--- src/sos_pkg.sv ---
// Package: register map, field positions and test port states for the status output selector
package sos_pkg;
    // ------------------------------------------------------------
    // Register offsets
    // ------------------------------------------------------------
    localparam logic [7:0] SOS_ADDR_GENERAL_CONTROL  = 8'h00;
    localparam logic [7:0] SOS_ADDR_OUTPUT_STATUS    = 8'h02;
    localparam logic [7:0] SOS_ADDR_TX_SECTION_CTRL  = 8'h0c;
    localparam logic [7:0] SOS_ADDR_TX_LINE_CTRL     = 8'h0d;
    localparam logic [7:0] SOS_ADDR_RX_LINE_CTRL     = 8'h46;
    localparam logic [7:0] SOS_ADDR_IRQ_STATUS       = 8'h80;
    localparam logic [7:0] SOS_ADDR_IRQ_MASK         = 8'h81;
    localparam logic [7:0] SOS_ADDR_SCAN_ID          = 8'h82;
    // ------------------------------------------------------------
    // Field positions
    // ------------------------------------------------------------
    localparam int SOS_GEN_DEFECT_SEL_BIT = 2;
    localparam int SOS_RXL_SECTION_BIT    = 0;
    localparam int SOS_RXL_LINE_BIT       = 1;
    localparam int SOS_TXL_DL_BIT         = 4;
    localparam int SOS_TXS_DL_BIT         = 6;
    localparam int SOS_IRQ_BITS           = 4;
    // ------------------------------------------------------------
    // Reset values
    // ------------------------------------------------------------
    localparam logic [7:0] SOS_RESET_REG  = 8'h00;
    localparam logic [7:0] SOS_UNMAPPED   = 8'h00;
    // Arbitrary neutral scan identification value
    localparam logic [31:0] SOS_SCAN_IDCODE = 32'h00000001;
    localparam logic [3:0]  SOS_IR_IDCODE   = 4'h1;
    localparam logic [3:0]  SOS_IR_BYPASS   = 4'hf;
    localparam int          SOS_IR_W        = 4;
    // ------------------------------------------------------------
    // Test port controller states
    // ------------------------------------------------------------
    typedef enum logic [15:0] {
        SOS_TAP_RESET = 16'h0001, SOS_TAP_IDLE  = 16'h0002,
        SOS_TAP_SELDR = 16'h0004, SOS_TAP_CAPDR = 16'h0008,
        SOS_TAP_SHDR  = 16'h0010, SOS_TAP_EX1DR = 16'h0020,
        SOS_TAP_PSDR  = 16'h0040, SOS_TAP_EX2DR = 16'h0080,
        SOS_TAP_UPDR  = 16'h0100, SOS_TAP_SELIR = 16'h0200,
        SOS_TAP_CAPIR = 16'h0400, SOS_TAP_SHIR  = 16'h0800,
        SOS_TAP_EX1IR = 16'h1000, SOS_TAP_PSIR  = 16'h2000,
        SOS_TAP_EX2IR = 16'h4000, SOS_TAP_UPIR  = 16'h8000
    } sos_tap_state_t;
endpackage : sos_pkg

--- src/sos_tap.sv ---
// Boundary-scan test port controller with bypass and identification registers
`timescale 1ns/100ps
module sos_tap (
    input  wire logic clk_sys,
    input  wire logic rst_n,
    input  wire logic tck_rise,
    input  wire logic tck_fall,
    input  wire logic trst_n_s,
    input  wire logic tms_s,
    input  wire logic tdi_s,
    output logic      tdo_q,
    output logic      tdo_oe_n_q,
    output logic      tap_in_reset
);
    import sos_pkg::*;

    sos_tap_state_t          state_q;
    sos_tap_state_t          state_d;
    logic [SOS_IR_W-1:0]     ir_q;
    logic [SOS_IR_W-1:0]     ir_sh_q;
    logic [31:0]             dr_q;
    logic                    tdo_bit;

    // ------------------------------------------------------------
    // State transitions
    // ------------------------------------------------------------
    always_comb
    begin
        state_d = state_q;
        unique case (state_q)
            SOS_TAP_RESET: state_d = tms_s ? SOS_TAP_RESET : SOS_TAP_IDLE;
            SOS_TAP_IDLE:  state_d = tms_s ? SOS_TAP_SELDR : SOS_TAP_IDLE;
            SOS_TAP_SELDR: state_d = tms_s ? SOS_TAP_SELIR : SOS_TAP_CAPDR;
            SOS_TAP_CAPDR: state_d = tms_s ? SOS_TAP_EX1DR : SOS_TAP_SHDR;
            SOS_TAP_SHDR:  state_d = tms_s ? SOS_TAP_EX1DR : SOS_TAP_SHDR;
            SOS_TAP_EX1DR: state_d = tms_s ? SOS_TAP_UPDR  : SOS_TAP_PSDR;
            SOS_TAP_PSDR:  state_d = tms_s ? SOS_TAP_EX2DR : SOS_TAP_PSDR;
            SOS_TAP_EX2DR: state_d = tms_s ? SOS_TAP_UPDR  : SOS_TAP_SHDR;
            SOS_TAP_UPDR:  state_d = tms_s ? SOS_TAP_SELDR : SOS_TAP_IDLE;
            SOS_TAP_SELIR: state_d = tms_s ? SOS_TAP_RESET : SOS_TAP_CAPIR;
            SOS_TAP_CAPIR: state_d = tms_s ? SOS_TAP_EX1IR : SOS_TAP_SHIR;
            SOS_TAP_SHIR:  state_d = tms_s ? SOS_TAP_EX1IR : SOS_TAP_SHIR;
            SOS_TAP_EX1IR: state_d = tms_s ? SOS_TAP_UPIR  : SOS_TAP_PSIR;
            SOS_TAP_PSIR:  state_d = tms_s ? SOS_TAP_EX2IR : SOS_TAP_PSIR;
            SOS_TAP_EX2IR: state_d = tms_s ? SOS_TAP_UPIR  : SOS_TAP_SHIR;
            SOS_TAP_UPIR:  state_d = tms_s ? SOS_TAP_SELDR : SOS_TAP_IDLE;
            default:       state_d = SOS_TAP_RESET;
        endcase
    end

    always_ff @(posedge clk_sys)
    begin
        if (!rst_n || !trst_n_s)
            state_q <= SOS_TAP_RESET;
        else if (tck_rise)
            state_q <= state_d;
    end

    // ------------------------------------------------------------
    // Instruction and data registers
    // ------------------------------------------------------------
    always_ff @(posedge clk_sys)
    begin
        if (!rst_n || !trst_n_s || state_q == SOS_TAP_RESET)
        begin
            ir_q    <= SOS_IR_IDCODE;
            ir_sh_q <= SOS_IR_IDCODE;
            dr_q    <= 32'h00000000;
        end
        else if (tck_rise)
        begin
            unique case (state_q)
                SOS_TAP_CAPIR: ir_sh_q <= SOS_IR_IDCODE;
                SOS_TAP_SHIR:  ir_sh_q <= {tdi_s, ir_sh_q[SOS_IR_W-1:1]};
                SOS_TAP_UPIR:  ir_q    <= ir_sh_q;
                SOS_TAP_CAPDR: dr_q    <= (ir_q == SOS_IR_IDCODE) ? SOS_SCAN_IDCODE
                                                                  : 32'h00000000;
                SOS_TAP_SHDR:  dr_q    <= (ir_q == SOS_IR_IDCODE) ? {tdi_s, dr_q[31:1]}
                                                                  : {31'h0, tdi_s};
                default:       dr_q    <= dr_q;
            endcase
        end
    end

    assign tdo_bit      = (state_q == SOS_TAP_SHIR) ? ir_sh_q[0] : dr_q[0];
    assign tap_in_reset = (state_q == SOS_TAP_RESET);

    // ------------------------------------------------------------
    // Serial output, changed on the falling test clock edge
    // ------------------------------------------------------------
    always_ff @(posedge clk_sys)
    begin
        if (!rst_n || !trst_n_s)
        begin
            tdo_q      <= 1'b0;
            tdo_oe_n_q <= 1'b1;
        end
        else if (tck_fall)
        begin
            tdo_q      <= tdo_bit;
            tdo_oe_n_q <= !(state_q == SOS_TAP_SHIR || state_q == SOS_TAP_SHDR);
        end
    end
endmodule : sos_tap

--- src/sos_top.sv ---
// Status output selector: upper status pins, register port, test port
//
// Behaviour
// Test reset low returns the boundary-scan logic to its reset state.
// Test mode and data input are sampled on each test clock rising edge.
// Test mode select steers the test port controller state transitions.
// Scan data enters on the first port input, leaves on the last.
// Status pin 7 shows output bit 7 or loss of signal, general bit 2.
// Receive line bits 0 or 1 route receive data link clock to pin 7.
// Status pin 6 shows output bit 6 or out of frame, general bit 2.
// Receive line bits 0 or 1 route receive data link data to pin 6.
// Status pin 5 shows output bit 5 or loss of pointer, general bit 2.
// Pin 5 in receive data link mode marks early or late octet group.
// Status pin 4 shows output bit 4 or line alarm, general bit 2.
// Transmit line bit 4 or section bit 6 route transmit clock to pin 4.
// Data link routing takes priority over the general bit choice.
//
// Design decision made here: the plain strobed port.
`timescale 1ns/100ps
module sos_top (
    input  wire logic       clk_sys,
    input  wire logic       rst_n,
    input  wire logic [7:0] reg_addr,
    input  wire logic [7:0] reg_wdata,
    input  wire logic       reg_wr,
    input  wire logic       reg_rd,
    output logic      [7:0] reg_rdata,
    output logic            irq,
    input  wire logic       los_defect,
    input  wire logic       oof_defect,
    input  wire logic       lop_defect,
    input  wire logic       ais_line_defect,
    input  wire logic       rx_dl_clk,
    input  wire logic       rx_dl_data,
    input  wire logic       rx_dl_early_group,
    input  wire logic       tx_dl_clk,
    output logic      [3:0] status_pins,
    input  wire logic       trst_n,
    input  wire logic       tck,
    input  wire logic       tms,
    input  wire logic       tdi,
    output logic            tdo,
    output logic            tdo_oe_n
);
    import sos_pkg::*;

    // ------------------------------------------------------------
    // Input synchronisers
    // ------------------------------------------------------------
    localparam int NSYNC = 12;
    logic [NSYNC-1:0] async_in;
    logic [NSYNC-1:0] sync1_q;
    logic [NSYNC-1:0] sync2_q;
    logic             tck_prev_q;

    assign async_in = {los_defect, oof_defect, lop_defect, ais_line_defect,
                       rx_dl_clk, rx_dl_data, rx_dl_early_group, tx_dl_clk,
                       trst_n, tck, tms, tdi};

    genvar gi;
    generate
        for (gi = 0; gi < NSYNC; gi++)
        begin : g_sync
            always_ff @(posedge clk_sys)
            begin
                if (!rst_n)
                begin
                    sync1_q[gi] <= 1'b0;
                    sync2_q[gi] <= 1'b0;
                end
                else
                begin
                    sync1_q[gi] <= async_in[gi];
                    sync2_q[gi] <= sync1_q[gi];
                end
            end
        end
    endgenerate

    logic los_s, oof_s, lop_s, ais_s, rxc_s, rxd_s, rxi_s, txc_s;
    logic trst_n_s, tck_s, tms_s, tdi_s;
    assign {los_s, oof_s, lop_s, ais_s, rxc_s, rxd_s, rxi_s, txc_s,
            trst_n_s, tck_s, tms_s, tdi_s} = sync2_q;

    always_ff @(posedge clk_sys)
    begin
        if (!rst_n)
            tck_prev_q <= 1'b0;
        else
            tck_prev_q <= tck_s;
    end

    logic tck_rise;
    logic tck_fall;
    assign tck_rise = tck_s && !tck_prev_q;
    assign tck_fall = !tck_s && tck_prev_q;

    // ------------------------------------------------------------
    // Registers
    // ------------------------------------------------------------
    logic [7:0]              gen_q;
    logic [7:0]              output_status_bits_q;
    logic [7:0]              transmit_section_control_q;
    logic [7:0]              transmit_line_control_q;
    logic [7:0]              receive_line_control_q;
    logic [SOS_IRQ_BITS-1:0] irq_stat_q;
    logic [SOS_IRQ_BITS-1:0] irq_mask_q;
    logic [SOS_IRQ_BITS-1:0] defect_prev_q;
    logic                    tap_in_reset;

    function automatic logic hit(input logic [7:0] a, input logic [7:0] off);
        hit = (a == off);
    endfunction : hit

    always_ff @(posedge clk_sys)
    begin
        if (!rst_n)
        begin
            gen_q     <= SOS_RESET_REG;
            output_status_bits_q <= SOS_RESET_REG;
            transmit_section_control_q   <= SOS_RESET_REG;
            transmit_line_control_q   <= SOS_RESET_REG;
            receive_line_control_q   <= SOS_RESET_REG;
        end
        else if (reg_wr)
        begin
            if (hit(reg_addr, SOS_ADDR_GENERAL_CONTROL))
                gen_q <= reg_wdata;
            if (hit(reg_addr, SOS_ADDR_OUTPUT_STATUS))
                output_status_bits_q <= reg_wdata;
            if (hit(reg_addr, SOS_ADDR_TX_SECTION_CTRL))
                transmit_section_control_q <= reg_wdata;
            if (hit(reg_addr, SOS_ADDR_TX_LINE_CTRL))
                transmit_line_control_q <= reg_wdata;
            if (hit(reg_addr, SOS_ADDR_RX_LINE_CTRL))
                receive_line_control_q <= reg_wdata;
        end
    end

    // ------------------------------------------------------------
    // Defect interrupts
    // ------------------------------------------------------------
    logic [SOS_IRQ_BITS-1:0] defects;
    logic [SOS_IRQ_BITS-1:0] defect_rise;
    logic [SOS_IRQ_BITS-1:0] irq_clr;
    assign defects     = {los_s, oof_s, lop_s, ais_s};
    assign defect_rise = defects & ~defect_prev_q;
    assign irq_clr     = (reg_wr && hit(reg_addr, SOS_ADDR_IRQ_STATUS))
                         ? reg_wdata[SOS_IRQ_BITS-1:0] : '0;

    always_ff @(posedge clk_sys)
    begin
        if (!rst_n)
        begin
            defect_prev_q <= '0;
            irq_stat_q    <= '0;
            irq_mask_q    <= '0;
            irq           <= 1'b0;
        end
        else
        begin
            defect_prev_q <= defects;
            irq_stat_q    <= (irq_stat_q & ~irq_clr) | defect_rise;
            if (reg_wr && hit(reg_addr, SOS_ADDR_IRQ_MASK))
                irq_mask_q <= reg_wdata[SOS_IRQ_BITS-1:0];
            irq <= |(irq_stat_q & irq_mask_q);
        end
    end

    // ------------------------------------------------------------
    // Read port
    // ------------------------------------------------------------
    always_ff @(posedge clk_sys)
    begin
        if (!rst_n)
            reg_rdata <= SOS_UNMAPPED;
        else if (reg_rd)
        begin
            unique case (reg_addr)
                SOS_ADDR_GENERAL_CONTROL: reg_rdata <= gen_q;
                SOS_ADDR_OUTPUT_STATUS:   reg_rdata <= output_status_bits_q;
                SOS_ADDR_TX_SECTION_CTRL: reg_rdata <= transmit_section_control_q;
                SOS_ADDR_TX_LINE_CTRL:    reg_rdata <= transmit_line_control_q;
                SOS_ADDR_RX_LINE_CTRL:    reg_rdata <= receive_line_control_q;
                SOS_ADDR_IRQ_STATUS:      reg_rdata <= {4'h0, irq_stat_q};
                SOS_ADDR_IRQ_MASK:        reg_rdata <= {4'h0, irq_mask_q};
                SOS_ADDR_SCAN_ID:         reg_rdata <= {7'h00, tap_in_reset};
                default:                  reg_rdata <= SOS_UNMAPPED;
            endcase
        end
    end

    // ------------------------------------------------------------
    // Status pin selection
    // ------------------------------------------------------------
    logic       defect_sel;
    logic       rx_dl_sel;
    logic       tx_dl_sel;
    logic [3:0] pins_d;

    assign defect_sel = gen_q[SOS_GEN_DEFECT_SEL_BIT];
    assign rx_dl_sel  = receive_line_control_q[SOS_RXL_SECTION_BIT] || receive_line_control_q[SOS_RXL_LINE_BIT];
    assign tx_dl_sel  = transmit_line_control_q[SOS_TXL_DL_BIT] || transmit_section_control_q[SOS_TXS_DL_BIT];

    always_comb
    begin
        pins_d[3] = defect_sel ? los_s : output_status_bits_q[7];
        pins_d[2] = defect_sel ? oof_s : output_status_bits_q[6];
        pins_d[1] = defect_sel ? lop_s : output_status_bits_q[5];
        pins_d[0] = defect_sel ? ais_s : output_status_bits_q[4];
        if (rx_dl_sel)
        begin
            pins_d[3] = rxc_s;
            pins_d[2] = rxd_s;
            pins_d[1] = rxi_s;
        end
        if (tx_dl_sel)
            pins_d[0] = txc_s;
    end

    always_ff @(posedge clk_sys)
    begin
        if (!rst_n)
            status_pins <= 4'h0;
        else
            status_pins <= pins_d;
    end

    // ------------------------------------------------------------
    // Test port
    // ------------------------------------------------------------
    sos_tap u_tap (
        .clk_sys      (clk_sys),
        .rst_n        (rst_n),
        .tck_rise     (tck_rise),
        .tck_fall     (tck_fall),
        .trst_n_s     (trst_n_s),
        .tms_s        (tms_s),
        .tdi_s        (tdi_s),
        .tdo_q        (tdo),
        .tdo_oe_n_q   (tdo_oe_n),
        .tap_in_reset (tap_in_reset)
    );
endmodule : sos_top

--- config.mk ---
export PLATFORM = sky130hd
export DESIGN_NAME = sos_top
export DESIGN_NICKNAME = d
export VERILOG_FILES = /design/src/sos_pkg.sv /design/src/sos_tap.sv /design/src/sos_top.sv
export SDC_FILE = /design/constraint.sdc
export NUM_CORES = 1
export LEC_CHECK = 0
export BUFFER_PORTS_ARGS = -buffer_cell sky130_fd_sc_hd__buf_2
export CAP_MARGIN = 20
export CORE_ASPECT_RATIO = 0.75
export CORE_MARGIN = 2
export CORE_UTILIZATION = 42
export DETAILED_ROUTE_END_ITERATION = 6
export PLACE_DENSITY = 0.57
export SLEW_MARGIN = 0
export SYNTH_ARGS = -nofsm -noshare
export SYNTH_HDL_FRONTEND = slang
export SYNTH_SLANG_ARGS = --single-unit
--- constraint.sdc ---
create_clock -name clk_sys -period 2.8 [get_ports clk_sys]
set_clock_uncertainty 0.2 [all_clocks]
set_input_delay 0.14 -clock clk_sys [delete_from_list [all_inputs] [get_ports clk_sys]]
set_output_delay 0.14 -clock clk_sys [all_outputs]
set_load 0.05 [all_outputs]
==> results_dict.tcl, run 1 <==
set metrics [dict create \
    status "finished, final reports clean" \
    required_ns 2.91 \
    r2r_end "u_tap.ir_q[0]" \
    crit_end "u_tap.ir_q[0]" \
    synthTopCellsByArea "dfxtp_1, mux2i_1, nand2_1, nand3_1, a21oi_1" \
    path_clk_slew_ns 0.06 \
    antenna_found_initial 0 \
    final_cell_mix "dfxtp_1, nand2_1, nand3_1" \
    crit_type "reg -> reg" \
    dp_cells 924 \
    fillerInstances 1391 \
    final_common_cell "dfxtp_1" \
    layout-drive-gt1-share_pct 13.94 \
    grt_first_pass_wirelength_um 24930 \
    synth_cell_types 59 \
    hold_path_depth 4 \
    start_kind "flop" \
    clock_latency_ns 0.42 \
    crit_slowest_cell "nor4_1" \
    ios 47 \
    rsz0062_at_grt "false" \
    r2r_start "u_tap.state_q[5]" \
    nets 801 \
    hp-class "in -> reg" \
    synth_top_cell_by_area "dfxtp_1" \
    finalSetupViolations 0 \
    synth_edf_count 0 \
    maxCapViolations 0 \
    finalHoldViolations 0 \
    fp.dieH_um 110.2 \
    synth_seq_area_share_pct 46.87 \
    synth_warnings 0 \
    stdcell_count 982 \
    drt_iter0_drc 538 \
    crit_start "u_tap.state_q[5]" \
    critPathMaxStageDelay_ns 0.77 \
    avgViaCountPerCell 5.346 \
    die_area_sq_um 16060 \
    drc_errors 0 \
    synthArstFlopShare_pct 0 \
    root_buffer "clkbuf_16" \
    cts_resized 0 \
    synth_nets 742 \
    io_buffers 46 \
    period_needed_ns 2.584 \
    grt_pass1_vias 4785 \
    ir_drop_uv 522.8 \
    syn-instance-count 710 \
    yosys.area.top_type_share_pct 46.87 \
    finalSetupTns_ns 0 \
    syn-cell-area_sq_um 6321 \
    p_leak_uw 0.002804 \
    clockBufferDepth 2 \
    worst_pin_slew_ns 0.8334 \
    synth_seq_cells 148 \
    ff2ff_path_depth 6 \
    final.period_utilization_pct 92.29 \
    htreeDepth 4 \
    fp.dieW_um 145.7 \
    rrSetupSlack_ns 0.22 \
    avgSynthCellArea_sq_um 8.903 \
    gp_congestion 0.8470 \
    vias 5250 \
    synthFlopType "dfxtp_1" \
    cp.arrival_ns 2.69 \
    cp_max_fo 11 \
    cts_buffers 17 \
    slew_viol_final 0 \
    cts_post_setup_buffers_inserted 0 \
    track_usage_pct 19.56 \
    cts_tree "done" \
    start_util_pct 43.31 \
    dp_hpwl_um 10150 \
    antenna_cells 0 \
    grt_max_degree 77 \
    p_per_area_nw_per_um2 589.8 \
    crit_path_end_kind "flop" \
    core_area_sq_um 14600 \
    path_buf_inv 1 \
    wl_per_cell_um 15.25 \
    syn_to_final_growth_pct 19.85 \
    critPathTopFamily "simple AND/OR/NAND/NOR gates" \
    p_total_uw 4468 \
    max_freq_ghz 0.3870 \
    crit_chain "nor4_1 > nand2_1 > nor3_1 > buf_4 > nor2b_1 > a211o_1" \
    worst-path-stages 6 \
    gr-total-overflow 0 \
    num_rows 38 \
    wl_um 14970 \
    relSlewSlack_pct 43.93 \
    first_pass_iters 5 \
    clkSinkCount 148 \
    cts_hold_buf 26 \
    antenna_left 0 \
]
## state kept, by name (all words and copies together) (netlist names), 4 cells and up
name	count
reg_rdata	8
sync1_q	12
transmit_section_control_q	8
u_tap.ir_sh_q	4
u_tap.state_q	16
output_status_bits_q	8
transmit_line_control_q	8
u_tap.dr_q	32
defect_prev_q	4
irq_mask_q	4
u_tap.ir_q	4
gen_q	8
irq_stat_q	4
status_pins	4
receive_line_control_q	8
## cells by family after synthesis
logic type	Yosys count	synth area share [%]
compound gates	140	14.81
simple gates	318	26.78
buf+inv	56	4.058
flops	148	46.87
mux	41	6.512
xor+xnor	7	0.9699
## worst min-delay path by stage
stage	end	from
2_1_floorplan	reg_rdata[3]	reg_rd
3_3_place_gp	sync1_q[7]	rx_dl_clk
3_5_place_dp	sync1_q[11]	los_defect
4_1_cts	reg_rdata[0]	reg_addr[5]
5_1_grt	reg_rdata[0]	reg_addr[4]
6_report	reg_rdata[0]	reg_addr[5]
## through the flow
stage	util, %	hold WS, ns	setup slack, ns	cell area [sq um]
3_5_place_dp	46.25	0.1491	0.2580	6751
5_1_grt	51.90	0.07622	0.08622	7576
3_3_place_gp	46.25	0.1452	0.3406	6751
2_1_floorplan	-	0.02984	0.2869	6321
4_1_cts	51.90	0.02213	0.2623	7576
6_report	51.90	0.04046	0.2159	7576
## cell usage after synthesis, types with 4 or more instances
cell type and n:
a222oi_1 4, nor3_1 15, buf_6 5, o21a_1 5, dfxtp_1 148, nor2_1 27
buf_2 4, nand3_1 54, a22oi_1 13, nand4_1 10, and2_1 32, nor4b_1 4
nor2b_1 40, a21oi_1 51, nor4_1 10, o211a_1 4, a22o_1 5, clkbuf_1 39
a21boi_0 27, xnor2_1 4, nand2_1 96, o21ai_0 10, mux2i_1 40, buf_1 4
## routing by layer
metal  up-vias  part of all wire, %  global-route usage [%]
met5         -                    0                       0
met4         0                  1.1                   6.373
met3        15                  6.4                   5.103
met2       163                   39                   26.17
met1      2447                   53                   29.96
li1       2625                    -                       -
## report_power, final
group	internal [uW]	switching, uW	total, uW
combinational	77.7	90.9	169
clock	1270	890	2160
sequential	2130	11.7	2140
## tightest hold or removal path: stages
cell,delay [ns]
buf_2,0.11
nor3_1,0.05
nand4_1,0.22
a32oi_1,0.09
## area by class of cell
class	instances	area, sq um	area share [%]
multi-input combinational	506	3102	40.94
inverter	3	11.26	0.1486
clock inverter	11	103.9	1.371
sequential	148	2963	39.11
tap	200	250.2	3.303
timing repair buffer	93	685.7	9.050
clock buffer	21	460.4	6.078
Power figures use the tool's default switching activity.
==> run 2, diff against run 1 <==
Settings changed: CELL_PAD_IN_SITES_DETAIL_PLACEMENT set to 0, CELL_PAD_IN_SITES_GLOBAL_PLACEMENT set to 1, PLACE_DENSITY 0.57 to 0.71.
==> run 2 against run 1 <==
- via count increased by 0.48%
- combinational power about the same
- clock power about the same
- non-clock buffer count increased by 1
- hold slack improved by 0.0051 ns
- setup slack got worse by 0.063 ns
- flip-flop and latch count unchanged
- routed wire length increased by 3.3%
- utilization about the same
==> results_dict.tcl, run 2 (synthesis gave the netlist of run 1 again) <==
set metrics [dict create \
    status "finished, final reports clean" \
    cts_hold_buf 27 \
    hp-class "in -> reg" \
    vias 5275 \
    cts_post_setup_buffers_inserted 0 \
    start_util_pct 43.31 \
    layout-drive-gt1-share_pct 13.94 \
    ir_drop_uv 461.9 \
    cts_tree "done" \
    wl_um 15470 \
    antenna_cells 0 \
    crit_path_end_kind "flop" \
    io_buffers 46 \
    maxCapViolations 0 \
    largestRegisters "u_tap.dr_q x32, u_tap.state_q x16, sync1_q x12" \
    cts_buffers 17 \
    crit_type "reg -> reg" \
    hold_slack_ns 0.04551 \
    max_freq_ghz 0.3777 \
    finalSetupTns_ns 0 \
    root_buffer "clkbuf_16" \
    antenna_left 0 \
    dp_hpwl_um 10390 \
    gr-total-overflow 0 \
    cp_max_fo 33 \
    path_clk_slew_ns 0.06 \
    htreeDepth 4 \
    clockBufferDepth 2 \
    syn_to_final_growth_pct 19.81 \
    first_pass_iters 5 \
    antenna_found_initial 0 \
    drc_errors 0 \
    drt_iter0_drc 440 \
    utilization_pct 51.89 \
    ios 47 \
    relSlewSlack_pct 52.13 \
    grt_first_pass_wirelength_um 24940 \
    setup_ws_ns 0.1526 \
    period_needed_ns 2.647 \
    final_common_cell "dfxtp_1" \
    regMostFlops "u_tap.dr_q" \
    clock_latency_ns 0.43 \
    finalSetupViolations 0 \
    worst_pin_slew_ns 0.7163 \
    cts_resized 0 \
    final.period_utilization_pct 94.55 \
    track_usage_pct 19.75 \
    grt_pass1_vias 4709 \
    die_area_sq_um 16060 \
    cp.arrival_ns 2.78 \
    clkSinkCount 148 \
    wl_per_cell_um 15.75 \
    final_cell_mix "dfxtp_1, nand2_1, nand3_1" \
    rsz0062_at_grt "false" \
    avgViaCountPerCell 5.372 \
    p_per_area_nw_per_um2 589.0 \
    fp.dieH_um 110.2 \
    slew_viol_final 0 \
    num_rows 38 \
    required_ns 2.94 \
    core_area_sq_um 14600 \
    nets 802 \
    grt_max_degree 77 \
    gp_congestion 0.8581 \
    place_ws_ns 0.2065 \
    finalHoldViolations 0 \
    fp.dieW_um 145.7 \
    largest_reg_flops 32 \
    start_kind "flop" \
    p_leak_uw 0.002803 \
]
run 2: cell types whose count changed in the layout (fill, tap and decap cells not counted):
cell | previous run | this run
clkbuf_1 | 2 | 1
inv_6 | 1 | 6
clkbuf_8 | 2 | 0
clkinv_4 | 2 | 0
dlygate4sd3_1 | 26 | 27
clkinvlp_4 | 5 | 4
run 2: per-layer routing:
layer,track usage [%],routed length (um),vias to the layer above,share of wire [%]
met5,0,0,-,0
li1,-,-,2629,-
met2,27.35,6291,150,41
met1,29.55,7944,2478,51
met4,6.723,210,0,1.4
met3,5.021,1025,18,6.6
run 2: stage by stage:
| step | std cells | cell area [sq um] | power, uW |
|---|---|---|---|
| finish | 982 | 7574 | 4461 |
| global route | 982 | 7574 | 4622 |
| CTS | 982 | 7574 | 4506 |
| detailed placement | 924 | 6751 | 2329 |
| global placement | 924 | 6751 | 2327 |
| floorplan | 710 | 6321 | 2263 |
run 2: power breakdown:
part / total, uW / switching [uW] / internal, uW
sequential: 2140 / 11.9 / 2130
clock: 2150 / 922 / 1230
combinational: 170 / 92.6 / 77.8
total: 4460 / 1030 / 3430
run 2: critical path, cell delays in order, from the launching register on:
cell and delay, ns:
dfxtp_1 0.41, or4_1 0.72, nor4_1 0.43, and3_1 0.29
buf_12 0.20, nor2_1 0.07, a211oi_1 0.23
run 2: worst paths after layout:
path	endpoint	cells after the start	start	slack [ns]
worst min register to register	tms_s	1	sync1_q[1]	0.23
worst min-delay path	reg_rdata[0]	4	reg_addr[5]	0.05
worst max register to register	u_tap.dr_q[0]	6	u_tap.state_q[6]	0.15
worst max-delay path	u_tap.dr_q[0]	6	u_tap.state_q[6]	0.15
run 2: cell type report:
cell class,instances,area (sq um)
Clock buffer,18,429.2
Tap cell,200,250.2
Fill cell,1377,7023
Inverter,3,11.26
Sequential cell,148,2963
Timing Repair Buffer,94,695.7
Clock inverter,13,122.6
Multi-Input combinational cell,506,3102
==> run 3, diff against run 2 <==
Settings changed: CORE_UTILIZATION 42 to 46, PLACE_DENSITY 0.71 to 0.77, SYNTH_HIERARCHICAL set to 1.
==> run 3 against run 2 <==
- setup slack gained 0.0032 ns
- register-to-register slack barely moved
- combinational power grew 5%
- sequential power about the same
- design area up 0.81%
- synthesized cell count is 1.7% higher
- global-route usage rose by 2.5 points
- hold slack worse by 0.020 ns
- critical path depth down 1
- critical endpoint is now u_tap/ir_sh_q[3]
- largest power group unchanged
==> results_dict.tcl, run 3 <==
set metrics [dict create \
    avgViaCountPerCell 5.570 \
    pwr-share-clk_pct 49.4 \
    finalSetupViolations 0 \
    wl_um 15870 \
    clockBufferDepth 2 \
    fp.dieH_um 106.3 \
    status "finished, final reports clean" \
    path_clk_slew_ns 0.06 \
    clock_latency_ns 0.42 \
    track_usage_pct 22.21 \
    stdcell_count 967 \
    p_total_uw 4582 \
    min_from "rst_n" \
    synth.top_cells.by_count "dfxtp_1, nand2_1, a21oi_1, nand3_1" \
    core_area_sq_um 13660 \
    layout-drive-gt1-share_pct 16.41 \
    gr-total-overflow 0 \
    htreeDepth 4 \
    final_cell_mix "dfxtp_1, nand2_1, a21oi_1" \
    clkSinkCount 148 \
    synthTopCellsByArea "dfxtp_1, nand2_1, mux2i_1, a21oi_1, nand3_1" \
    finalSetupTns_ns 0 \
    rsz0062_at_grt "false" \
    cts_buffers 17 \
    cp.arrival_ns 2.74 \
    grt_max_degree 85 \
    synth_cell_types 65 \
    root_buffer "clkbuf_16" \
    crit_type "reg -> reg" \
    sw_frac_of_total_pct 22.46 \
    wl_per_cell_um 16.41 \
    grt_pass1_vias 5105 \
    final.period_utilization_pct 94.43 \
    io_buffers 46 \
    relSlewSlack_pct 54.18 \
    synthArstFlopShare_pct 0 \
    synth.most_common_cell "dfxtp_1" \
    final_common_cell "dfxtp_1" \
    power_switching_uw 1029 \
    drc_errors 0 \
    first_pass_iters 7 \
    p_leak_uw 0.002837 \
    synth_seq_cells 148 \
    regMostFlops "u_tap/dr_q" \
    num_rows 37 \
    slew_viol_final 0 \
    worst_pin_slew_ns 0.6873 \
    start_util_pct 46.99 \
    drt_iter0_drc 496 \
    synthFlopType "dfxtp_1" \
    pwr-share-seq_pct 46.7 \
    gp_congestion 0.9009 \
    max_freq_ghz 0.3782 \
    p_per_area_nw_per_um2 600.1 \
    start_kind "flop" \
    r2r_start "u_tap/state_q[12]" \
    combinationalPowerShare_pct 3.9 \
    cp_max_fo 8 \
    syn-instance-count 722 \
    dp_cells 911 \
    vias 5386 \
    grt_first_pass_wirelength_um 26130 \
    die_area_sq_um 14920 \
    largestRegisters "u_tap/dr_q x32, u_tap/state_q x16, sync1_q x12" \
    crit_start "u_tap/state_q[12]" \
    nets 812 \
    finalHoldViolations 0 \
    syn-cell-area_sq_um 6417 \
    cts_tree "done" \
    dp_hpwl_um 10470 \
    setup_ws_ns 0.1559 \
    antenna_found_initial 0 \
    placed_area_sq_um 6792 \
    maxCapViolations 0 \
    fp.dieW_um 140.4 \
    antenna_cells 0 \
    crit_path_end_kind "flop" \
    p_int_uw 3553 \
    period_needed_ns 2.644 \
    place_ws_ns 0.1919 \
    post-route-cell-area_sq_um 7635 \
    avgSynthCellArea_sq_um 8.888 \
    synth_seq_area_share_pct 46.17 \
    synth_top_cell_by_area "dfxtp_1" \
    synth_warnings 6 \
    ios 47 \
    synth_nets 754 \
    yosys.area.top_type_share_pct 46.17 \
    largest_reg_flops 32 \
    synth_edf_count 0 \
    antenna_left 0 \
    ir_drop_uv 458.1 \
    hp-class "in -> reg" \
    cts_post_setup_buffers_inserted 0 \
    syn_to_final_growth_pct 18.97 \
    required_ns 2.90 \
]
run 3: per-stage QoR:
stage	util, %	hold slack [ns]
2_1_floorplan	-	0.06729
3_3_place_gp	49.73	0.1448
3_5_place_dp	49.73	0.1488
4_1_cts	55.87	0.009364
5_1_grt	55.90	0.05591
6_report	55.90	0.02591
run 3: timing repair:
item,CTS,global route
resized for setup,0,1
hold buffers,25,0
endpoints found under the hold margin,64,0
endpoints found under the setup margin,0,1
run 3: layout make-up:
type                            instances  area [sq um]
Fill cell                            1198          6022
Multi-Input combinational cell        518          3178
Clock inverter                         13         148.9
Clock buffer                           18         439.2
Timing Repair Buffer                   92         675.6
Sequential cell                       148          2963
Tap cell                              175         219.0
Inverter                                3         11.26
run 3: layer usage:
metal | wire length [um] | GRT usage [%] | vias to the layer above
li1 | - | - | 2650
met1 | 8025 | 32.87 | 2567
met2 | 6593 | 31.62 | 151
met3 | 1053 | 5.721 | 18
met4 | 199 | 6.638 | 0
met5 | 0 | 0 | -
run 3: cells by family (layout without fill, tap and decap cells):
group           Yosys count  after routing  synth area share [%]
simple gates            334            334                 28.21
flops                   148            148                 46.17
compound gates          146            146                 15.46
buf+inv                  56            126                 4.387
mux                      30             30                 4.679
xor+xnor                  8              8                 1.092
run 3: power by group through the flow:
| stage | Sequential, uW | Clock [uW] | Combinational (uW) |
|---|---|---|---|
| after floorplan | 2180 | 0 | 90.0 |
| after global placement | 2190 | 0 | 147 |
| after detailed placement | 2190 | 0 | 149 |
| after CTS | 2140 | 2300 | 176 |
| after global routing | 2140 | 2400 | 193 |
| final | 2140 | 2260 | 178 |
run 3: worst max-delay path: stages, from the launching register on:
cell,delay (ns)
dfxtp_1,0.38
or4_4,0.59
or4_1,0.67
or3_1,0.41
a22oi_1,0.21
nor2_1,0.07
run 3: path summary, 6_finish.rpt:
kind                  endpoint  slack, ns  cells after the start
min          u_tap/state_q[13]       0.03                      4
max reg2reg   u_tap/ir_sh_q[3]       0.16                      5
max           u_tap/ir_sh_q[3]       0.16                      5
min reg2reg              lop_s       0.23                      1
